===== src/include/dma_pkg.sv =====
// constants and state codes for the transfer controller
// assumes one 50 MHz system clock and single-cycle trigger pulses from peripherals
package dma_pkg;
    localparam int NUM_CH  = 4;           // independent channels 0..3
    localparam int ADDR_W  = 26;          // full transfer address width
    localparam int CNT_W   = 16;          // transfer count width
    localparam int DATA_W  = 16;          // bus data width
    localparam int TRIG_W  = 6;           // trigger factor field width
    localparam int CTRL_W  = 16;          // addressing control word width

    // addressing control layout; every other bit is reserved and ignored
    localparam int CTRL_WIDE_BIT = 14;    // 1: 16-bit transfers, 0: 8-bit
    localparam int CTRL_SRC_HI   = 7;     // source step mode msb
    localparam int CTRL_SRC_LO   = 6;     // source step mode lsb
    localparam int CTRL_DST_HI   = 5;     // destination step mode msb
    localparam int CTRL_DST_LO   = 4;     // destination step mode lsb

    // step modes
    localparam logic [1:0] STEP_INC = 2'h0;
    localparam logic [1:0] STEP_DEC = 2'h1;

    // target regions on the system bus
    localparam logic [1:0] REG_EXT  = 2'h0;   // external memory
    localparam logic [1:0] REG_IRAM = 2'h1;   // internal ram
    localparam logic [1:0] REG_PIO  = 2'h2;   // on-chip peripheral i/o

    localparam logic [ADDR_W-1:0] STEP_BYTE = 26'h1;
    localparam logic [ADDR_W-1:0] STEP_HALF = 26'h2;
    localparam logic [CNT_W-1:0]  CNT_LAST  = 16'h1;
    localparam logic [CNT_W-1:0]  CNT_ONE   = 16'h1;

    typedef enum logic [1:0] {ST_IDLE, ST_READ, ST_WRITE} xfer_state_e;
endpackage


===== src/include/dma_buf_if.sv =====
// valid/ready carrier between the transfer engine and its two-entry data buffer
// assumes both ends sit on the same clock
`timescale 1ns/100ps
interface dma_buf_if #(parameter int W = 16);
    logic         in_valid;   // engine offers a read word
    logic         in_ready;   // buffer has room
    logic [W-1:0] in_data;    // word read from the source
    logic         out_valid;  // buffer holds a word
    logic         out_ready;  // engine consumes the word
    logic [W-1:0] out_data;   // oldest stored word

    modport store (input in_valid, in_data, out_ready, output in_ready, out_valid, out_data);
    modport user  (output in_valid, in_data, out_ready, input in_ready, out_valid, out_data);
endinterface


===== src/core/dma_skid_buf.sv =====
// two-entry first-in first-out buffer in the read-to-write data path
// assumes the caller honours in_ready and out_valid
`timescale 1ns/100ps
module dma_skid_buf #(
    parameter int DEPTH = 2
) (
    input  wire logic  clock_i,
    input  wire logic  sys_rst_i,
    dma_buf_if.store   bus
);
    localparam int PW = $clog2(DEPTH);

    logic [$bits(bus.in_data)-1:0] mem [DEPTH];   // storage words
    logic [PW-1:0]                 wr_ptr_q;      // next slot to fill
    logic [PW-1:0]                 rd_ptr_q;      // oldest slot
    logic [PW:0]                   fill_q;        // words held
    logic                          push;          // accepted write
    logic                          pop;           // accepted read

    assign push          = bus.in_valid && bus.in_ready;
    assign pop           = bus.out_valid && bus.out_ready;
    // full refuses input, empty hides output
    assign bus.in_ready  = fill_q != (PW+1)'(DEPTH);
    assign bus.out_valid = fill_q != '0;
    assign bus.out_data  = mem[rd_ptr_q];

    // storage has no reset; contents are only read once valid
    always_ff @(posedge clock_i) begin
        if (push) begin
            mem[wr_ptr_q] <= bus.in_data;
        end
    end

    // pointers wrap at the depth
    always_ff @(posedge clock_i or posedge sys_rst_i) begin
        if (sys_rst_i) begin
            wr_ptr_q <= '0;
            rd_ptr_q <= '0;
        end else begin
            if (push) begin
                wr_ptr_q <= (wr_ptr_q == PW'(DEPTH-1)) ? '0 : wr_ptr_q + PW'(1);
            end
            if (pop) begin
                rd_ptr_q <= (rd_ptr_q == PW'(DEPTH-1)) ? '0 : rd_ptr_q + PW'(1);
            end
        end
    end

    // occupancy count
    always_ff @(posedge clock_i or posedge sys_rst_i) begin
        if (sys_rst_i) begin
            fill_q <= '0;
        end else if (push && !pop) begin
            fill_q <= fill_q + (PW+1)'(1);
        end else if (pop && !push) begin
            fill_q <= fill_q - (PW+1)'(1);
        end
    end
endmodule


===== src/core/dma_channel_control.sv =====
// four-channel transfer controller: trigger latching, priority, data mover, cpu arbitration
// assumes triggers, configuration strobes and bus answers come from logic on clock_i
//
// Operation
// - enable low halts, keeps address and count
// - enable high resumes from stopped position
// - 16-bit transfers force address lsb low
// - controller beats cpu for shared resources
// - ext-to-pio transfer leaves internal ram free
// - ext-to-ext transfer leaves ram, pio free
// - four independent channels, own registers each
// - completion flag clears when read
// - trigger dropped while pending or busy
`timescale 1ns/100ps
module dma_channel_control #(
    parameter int NUM_CH = dma_pkg::NUM_CH,
    parameter int ADDR_W = dma_pkg::ADDR_W,
    parameter int CNT_W  = dma_pkg::CNT_W,
    parameter int DATA_W = dma_pkg::DATA_W,
    parameter int TRIG_W = dma_pkg::TRIG_W
) (
    input  wire logic                              clock_i,
    input  wire logic                              sys_rst_i,
    // per-channel software control
    input  wire logic [NUM_CH-1:0]                 chan_enable_i,
    input  wire logic [NUM_CH-1:0][TRIG_W-1:0]     trigger_select_i,
    input  wire logic [NUM_CH-1:0]                 complete_read_i,
    // configuration load strobe and values
    input  wire logic                              cfg_write_i,
    input  wire logic [1:0]                        cfg_chan_i,
    input  wire logic [ADDR_W-1:0]                 cfg_source_addr_i,
    input  wire logic [ADDR_W-1:0]                 cfg_dest_addr_i,
    input  wire logic [1:0]                        cfg_source_region_i,
    input  wire logic [1:0]                        cfg_dest_region_i,
    input  wire logic [CNT_W-1:0]                  cfg_transfer_count_i,
    input  wire logic [dma_pkg::CTRL_W-1:0]        cfg_addressing_control_i,
    // peripheral trigger pulses, one per trigger factor
    input  wire logic [(1<<TRIG_W)-1:0]            trigger_i,
    // system bus master port
    input  wire logic                              bus_ack_i,
    input  wire logic [DATA_W-1:0]                 bus_rdata_i,
    output logic                                   bus_req_o,
    output logic                                   bus_write_o,
    output logic                                   bus_wide_o,
    output logic [ADDR_W-1:0]                      bus_addr_o,
    output logic [DATA_W-1:0]                      bus_wdata_o,
    // cpu arbitration
    input  wire logic                              cpu_req_i,
    input  wire logic [1:0]                        cpu_region_i,
    output logic                                   cpu_grant_o,
    // status
    output logic [NUM_CH-1:0]                      request_pending_flag_o,
    output logic [NUM_CH-1:0]                      transfer_complete_flag_o,
    output logic [NUM_CH-1:0]                      chan_busy_o
);
    // per-channel configuration and progress
    logic [ADDR_W-1:0]          src_q    [NUM_CH];   // current source address
    logic [ADDR_W-1:0]          dst_q    [NUM_CH];   // current destination address
    logic [CNT_W-1:0]           cnt_q    [NUM_CH];   // transfers still to do
    logic [dma_pkg::CTRL_W-1:0] ctrl_q   [NUM_CH];   // addressing control word
    logic [1:0]                 sreg_q   [NUM_CH];   // source region
    logic [1:0]                 dreg_q   [NUM_CH];   // destination region
    logic [NUM_CH-1:0]          armed_q;             // loaded and not yet finished
    logic [NUM_CH-1:0]          pend_q;              // latched trigger not yet served
    logic [NUM_CH-1:0]          tc_q;                // transfer block complete
    logic [NUM_CH-1:0]          trig_hit;            // selected trigger fired this cycle
    logic [NUM_CH-1:0]          eligible;            // may be granted now
    dma_pkg::xfer_state_e       state_q;             // mover state
    logic [1:0]                 act_q;               // channel being served
    logic                       grant_any;           // some channel eligible
    logic [1:0]                 grant_ch;            // winning channel
    logic                       done_beat;           // write phase accepted
    logic                       cpu_clash;           // cpu target in use by mover

    dma_buf_if #(.W(DATA_W)) buf_bus ();

    dma_skid_buf #(.DEPTH(2)) u_buf (
        .clock_i   (clock_i),
        .sys_rst_i (sys_rst_i),
        .bus       (buf_bus.store)
    );

    // address after one step; fixed mode holds it
    function automatic logic [ADDR_W-1:0] step_addr(input logic [ADDR_W-1:0] a,
                                                    input logic [1:0] mode,
                                                    input logic wide);
        logic [ADDR_W-1:0] inc;
        inc = wide ? dma_pkg::STEP_HALF : dma_pkg::STEP_BYTE;
        if (mode == dma_pkg::STEP_INC) begin
            step_addr = a + inc;
        end else if (mode == dma_pkg::STEP_DEC) begin
            step_addr = a - inc;
        end else begin
            step_addr = a;
        end
    endfunction

    function automatic logic [ADDR_W-1:0] align(input logic [ADDR_W-1:0] a,
                                                input logic wide);
        align = wide ? {a[ADDR_W-1:1], 1'b0} : a;
    endfunction

    // trigger match and eligibility per channel
    always_comb begin
        for (int c = 0; c < NUM_CH; c++) begin
            trig_hit[c] = trigger_i[trigger_select_i[c]];
            eligible[c] = pend_q[c] && chan_enable_i[c] && armed_q[c];
        end
    end

    always_comb begin
        grant_any = 1'b0;
        grant_ch  = '0;
        for (int c = NUM_CH-1; c >= 0; c--) begin
            if (eligible[c]) begin
                grant_any = 1'b1;
                grant_ch  = 2'(c);
            end
        end
    end

    assign done_beat = (state_q == dma_pkg::ST_WRITE) && bus_req_o && bus_ack_i;

    always_ff @(posedge clock_i or posedge sys_rst_i) begin
        if (sys_rst_i) begin
            pend_q <= '0;
        end else begin
            for (int c = 0; c < NUM_CH; c++) begin
                if (done_beat && act_q == 2'(c)) begin
                    pend_q[c] <= 1'b0;
                end else if (trig_hit[c] && chan_enable_i[c] && armed_q[c] && !pend_q[c]) begin
                    pend_q[c] <= 1'b1;
                end
            end
        end
    end

    // cleared by read, a same-cycle completion wins
    always_ff @(posedge clock_i or posedge sys_rst_i) begin
        if (sys_rst_i) begin
            tc_q <= '0;
        end else begin
            for (int c = 0; c < NUM_CH; c++) begin
                if (done_beat && act_q == 2'(c) && cnt_q[c] == dma_pkg::CNT_LAST) begin
                    tc_q[c] <= 1'b1;
                end else if (complete_read_i[c]) begin
                    tc_q[c] <= 1'b0;
                end
            end
        end
    end

    always_ff @(posedge clock_i or posedge sys_rst_i) begin
        if (sys_rst_i) begin
            armed_q <= '0;
            for (int c = 0; c < NUM_CH; c++) begin
                src_q[c]  <= '0;
                dst_q[c]  <= '0;
                cnt_q[c]  <= '0;
                ctrl_q[c] <= '0;
                sreg_q[c] <= dma_pkg::REG_EXT;
                dreg_q[c] <= dma_pkg::REG_EXT;
            end
        end else begin
            for (int c = 0; c < NUM_CH; c++) begin
                if (cfg_write_i && cfg_chan_i == 2'(c)) begin
                    src_q[c]   <= cfg_source_addr_i;
                    dst_q[c]   <= cfg_dest_addr_i;
                    cnt_q[c]   <= cfg_transfer_count_i;
                    ctrl_q[c]  <= cfg_addressing_control_i;
                    sreg_q[c]  <= cfg_source_region_i;
                    dreg_q[c]  <= cfg_dest_region_i;
                    armed_q[c] <= 1'b1;
                // progress kept so a resume continues here
                end else if (done_beat && act_q == 2'(c)) begin
                    src_q[c] <= step_addr(src_q[c], ctrl_q[c][dma_pkg::CTRL_SRC_HI:dma_pkg::CTRL_SRC_LO],
                                          ctrl_q[c][dma_pkg::CTRL_WIDE_BIT]);
                    dst_q[c] <= step_addr(dst_q[c], ctrl_q[c][dma_pkg::CTRL_DST_HI:dma_pkg::CTRL_DST_LO],
                                          ctrl_q[c][dma_pkg::CTRL_WIDE_BIT]);
                    cnt_q[c] <= cnt_q[c] - dma_pkg::CNT_ONE;
                    // last transfer ends the block until the next load
                    if (cnt_q[c] == dma_pkg::CNT_LAST) begin
                        armed_q[c] <= 1'b0;
                    end
                end
            end
        end
    end

    // mover: read one word into the buffer, then write it out
    always_ff @(posedge clock_i or posedge sys_rst_i) begin
        if (sys_rst_i) begin
            state_q     <= dma_pkg::ST_IDLE;
            act_q       <= '0;
            bus_req_o   <= 1'b0;
            bus_write_o <= 1'b0;
            bus_wide_o  <= 1'b0;
            bus_addr_o  <= '0;
            bus_wdata_o <= '0;
        end else begin
            unique case (state_q)
                dma_pkg::ST_IDLE: begin
                    // start only with room in the buffer so no read word is lost
                    if (grant_any && buf_bus.in_ready) begin
                        act_q       <= grant_ch;
                        bus_req_o   <= 1'b1;
                        bus_write_o <= 1'b0;
                        bus_wide_o  <= ctrl_q[grant_ch][dma_pkg::CTRL_WIDE_BIT];
                        bus_addr_o  <= align(src_q[grant_ch],
                                             ctrl_q[grant_ch][dma_pkg::CTRL_WIDE_BIT]);
                        state_q     <= dma_pkg::ST_READ;
                    end
                end
                dma_pkg::ST_READ: begin
                    if (bus_ack_i) begin
                        bus_req_o <= 1'b0;
                        state_q   <= dma_pkg::ST_WRITE;
                    end
                end
                dma_pkg::ST_WRITE: begin
                    if (!bus_req_o && buf_bus.out_valid) begin
                        bus_req_o   <= 1'b1;
                        bus_write_o <= 1'b1;
                        bus_wdata_o <= buf_bus.out_data;
                        bus_addr_o  <= align(dst_q[act_q], bus_wide_o);
                    end else if (done_beat) begin
                        bus_req_o   <= 1'b0;
                        bus_write_o <= 1'b0;
                        state_q     <= dma_pkg::ST_IDLE;
                    end
                end
            endcase
        end
    end

    // read data enters the buffer on the read answer; the write answer drains it
    assign buf_bus.in_valid  = (state_q == dma_pkg::ST_READ) && bus_ack_i;
    assign buf_bus.in_data   = bus_rdata_i;
    assign buf_bus.out_ready = done_beat;

    // cpu held off the regions the mover is using
    // ext-to-ext leaves ram and pio free
    assign cpu_clash = (state_q != dma_pkg::ST_IDLE) &&
                       (cpu_region_i == sreg_q[act_q] || cpu_region_i == dreg_q[act_q]);

    // grant is registered, so it trails the cpu request by one cycle
    always_ff @(posedge clock_i or posedge sys_rst_i) begin
        if (sys_rst_i) begin
            cpu_grant_o <= 1'b0;
        end else begin
            cpu_grant_o <= cpu_req_i && !cpu_clash && !(grant_any && state_q == dma_pkg::ST_IDLE &&
                           (cpu_region_i == sreg_q[grant_ch] || cpu_region_i == dreg_q[grant_ch]));
        end
    end

    // status outputs from flops
    always_ff @(posedge clock_i or posedge sys_rst_i) begin
        if (sys_rst_i) begin
            request_pending_flag_o   <= '0;
            transfer_complete_flag_o <= '0;
            chan_busy_o              <= '0;
        end else begin
            request_pending_flag_o   <= pend_q;
            transfer_complete_flag_o <= tc_q;
            for (int c = 0; c < NUM_CH; c++) begin
                chan_busy_o[c] <= (state_q != dma_pkg::ST_IDLE) && act_q == 2'(c);
            end
        end
    end
endmodule


===== config.mk =====
export PLATFORM = sky130hd
export DESIGN_NAME = dma_channel_control
export DESIGN_NICKNAME = d
export VERILOG_FILES = /design/src/include/dma_pkg.sv /design/src/include/dma_buf_if.sv /design/src/core/dma_skid_buf.sv /design/src/core/dma_channel_control.sv
export SDC_FILE = /design/constraint.sdc
export NUM_CORES = 2
export LEC_CHECK = 0
export CAP_MARGIN = 20
export CORE_ASPECT_RATIO = 1.5
export CORE_UTILIZATION = 59
export DETAILED_ROUTE_END_ITERATION = 8
export DONT_BUFFER_PORTS = 1
export GPL_ROUTABILITY_DRIVEN = 0
export MAX_ROUTING_LAYER = met4
export PLACE_DENSITY = 0.8
export SLEW_MARGIN = 25
export SYNTH_ARGS = -nofsm -noshare
export SYNTH_HDL_FRONTEND = slang
export SYNTH_SLANG_ARGS = --single-unit

===== constraint.sdc =====
create_clock -name clock_i -period 12.6 [get_ports clock_i]
set_input_delay 1.26 -clock clock_i [delete_from_list [all_inputs] [get_ports clock_i]]
set_output_delay 1.26 -clock clock_i [all_outputs]
set_load 0.005 [all_outputs]

==> results.md <==
* CTS max path bufs at 3
* Final Cycle Share at 38.3%
* Worst setup startpoint: ctrl_q[21]$_DFFE_PP0P_
* Pint at 4.99 mW
* Met2 Resource Use GR at 59.9%
* Final non-filler cell total at 4162
* CTS root buffer: clkbuf_16
* Placed inst area at 0.0318 sq mm
* # hold bufs at CTS at 0
* Fmax achieved at 207 MHz
* # placed instances at 4080
* Setup TNS at 0 ps
* Worst hold start: tc_q[0]$_DFFE_PP0P_
* Initial antenna violation count at 3
* Worst skew pair latency at 580 ps
* Pwr per Cell Area at 276 mW/mm^2
* Max cap viols at 0
* Syn Inst Count at 3535
* Fillers at 4374
* Sw Share at 45.6%
* Maximum VDD drop at 0.141 mV
* Clock Skew at 27.3 ps
* Clk pin slew, worst setup/hold paths at 70 ps
* Clock sinks at 418
* Post-CTS Setup Bufs at 0
* Combinational share of power at 59.3%
* Final Util at 64.2%
* DP HPWL at 67100 microns
* WL/cell at 22.6 microns
* Post-synthesis register bit count at 418
* Die W at 190 microns
* Crit path launch type: flop
* Via-to-Cell Ratio at 6.71
* Relative slew slack at 28.7%
* Largest net degree at the start of global routing at 152
* Number of routed nets with antenna violations at 0
* Grt total ovfl at 0
* Die height at 283 microns
* Final Hold Vio Count at 0
* Sequential fraction of the synthesis area at 34.1%
* Slew Viols, Final at 0
* Layout cells sized above 1 at 7.87%
* Post-synth EDFFs at 32
* R2R Path Start: ctrl_q[21]$_DFFE_PP0P_
* Sw power at 4.19 mW
* DRT Pass-1 Iters at 6
* CP required at 13030 ps
* TritonCTS Buffers at 43
* Most Used Layer, Global Route: met2
* DIE AREA at 0.0537 sq mm
* Drt drc at 0
* Initial Util at 60.1%
* Commonest non-fill, non-tap cell in the layout: nand2_1
* Area delta synth->final at 6.85%
* Hold Path End: transfer_complete_flag_o[0]$_DFF_PP0_
* Yosys cell types at 82
* Ys flop type: dfrtp_1
* Post-Syn Nets at 3965
* Post-synth top area share at 31.0%
* Tmin final at 4820 ps
* Final hold slack at 375 ps
* Syn avg cell area at 8.80 sq um
* GRT met1 Usage at 38.5%
* Routed via count at 27900
* Setup violators final at 0
* Core area at 0.0518 sq mm
* Ys async rst share at 92.3%
* Status: finished, final reports clean
* Layout Nets at 3879
* Gr usage total at 35.7%
* Hold Crit Class: flop to flop
* Register share of total power at 25.7%
* CTS tree: yes
* Post-Syn Area at 0.0311 sq mm
* Synth warnings at 0
* Reg2reg end: dst_q[51]$_DFFE_PP0P_
* Clock network power share at 15.0%
* Post-CTS sizing at 0
* Lkg Pwr at 14.0 nW
* CP Class: flop to flop
* Slew @ Worst Pin at 1070 ps
* Pre-CTS WS at 7970 ps
* Post-Route WL at 93900 microns
* # port buffers at 0
* R2r worst-path depth at 14
* Hold Path Depth at 0
* Crit path DAT at 5250 ps
* Post-route cell area at 0.0333 sq mm
* Largest cells by area after synthesis: dfrtp_1 (31%), ha_1 (8.6%), mux4_2 (8.2%), nand2_1 (6.1%), a21oi_1 (5.8%)
* DR iter-0 viols at 2542
* Endpoint class of the critical path: flop
* Total power at 9.18 mW
* Vias in the first global route at 27500
* Final setup margin at 7780 ps
* Num ports at 267
* Met3 usage at 5.80%
* RSZ-0062 raised after global routing: false
* FP Rows at 102
* Commonest non-fill, non-tap cells in the layout: nand2_1 (505), dfrtp_1 (384), a21oi_1 (358), nor2_1 (312), o21ai_0 (285)
* Reg2reg setup slack at 7780 ps
* Cell taking the most area after synthesis: dfrtp_1
* First-pass GRT wire length at 146000 microns
* CP Max Fanout at 23
* Htree depth at 2
## cell usage after synthesis (all sizes together) (53+ instances only)
master / number
xnor2: 132
dfrtp: 386
mux4: 114
a31oi: 78
xor2: 100
nand3: 53
nand2: 506
a21o: 92
ha: 213
inv: 85
o21ai: 296
nor2: 316
a21oi: 362
clkbuf: 143
## how the worst max path moves through the flow
stage                            endpoint  cells after the start
floorplan            act_q[0]$_DFFE_PP0P_                      1
global placement    dst_q[51]$_DFFE_PP0P_                     14
detailed placement  dst_q[51]$_DFFE_PP0P_                     14
CTS                 dst_q[51]$_DFFE_PP0P_                     14
global route        dst_q[51]$_DFFE_PP0P_                     14
finish              dst_q[51]$_DFFE_PP0P_                     14
## cell type report
cell class | count | area [sq um] | share of cell area [%]
diodes | 3 | 7.51 | 0.0226
clock inverters | 25 | 333 | 1.00
well taps | 676 | 846 | 2.54
inverters | 85 | 327 | 0.982
flip-flops and latches | 418 | 10600 | 31.9
repair buffers | 37 | 290 | 0.873
clock buffers | 54 | 1160 | 3.48
multi-input cells | 2864 | 19700 | 59.2
## power groups by stage
stage / Clock (mW) / Combinational [mW] / Sequential (mW)
after floorplan: 0 / 4.27 / 2.19
after global placement: 0 / 5.17 / 2.34
after detailed placement: 0 / 5.29 / 2.36
after CTS: 1.38 / 5.36 / 2.34
after global routing: 1.43 / 6.02 / 2.41
final: 1.37 / 5.45 / 2.36
## cells by family after synthesis
family	Yosys count	share of synthesized area, %
and+or+nand+nor	1156	16.4
AOI/OAI and AO/OA	1113	21.6
DFF	418	34.1
buffers and inverters	253	3.07
xor gates and xnor gates	232	6.53
adders and majority gates	221	9.08
muxes	142	9.17
## flip-flops by register name, summed over array words and instances, names as in the netlist, 8 cells and up
| name | cells |
|---|---|
| bus_addr_o | 26 |
| bus_wdata_o | 16 |
| cnt_q | 64 |
| ctrl_q | 20 |
| dreg_q | 8 |
| dst_q | 104 |
| src_q | 104 |
| sreg_q | 8 |
| u_buf.mem | 32 |
## critical path: stages, from the launching register on
cell and delay [ps]:
dfrtp_1 420, nor2_1 490, inv_1 80, buf_4 260, ha_1 280, a211oi_1 440
o211ai_1 260, nand4_1 150, and2_1 180, a21oi_1 140, a221oi_1 770, o22ai_1 350
a41o_1 340, o41ai_1 380, a211oi_1 100
## metal layers
layer	up-vias	wire length (microns)	part of all wire, %
li1	12800	-	-
met1	13400	32800	35
met2	1351	46800	50
met3	413	7670	8.2
met4	0	6660	7.1
met5	-	0	0
Power figures use the tool's default switching activity.
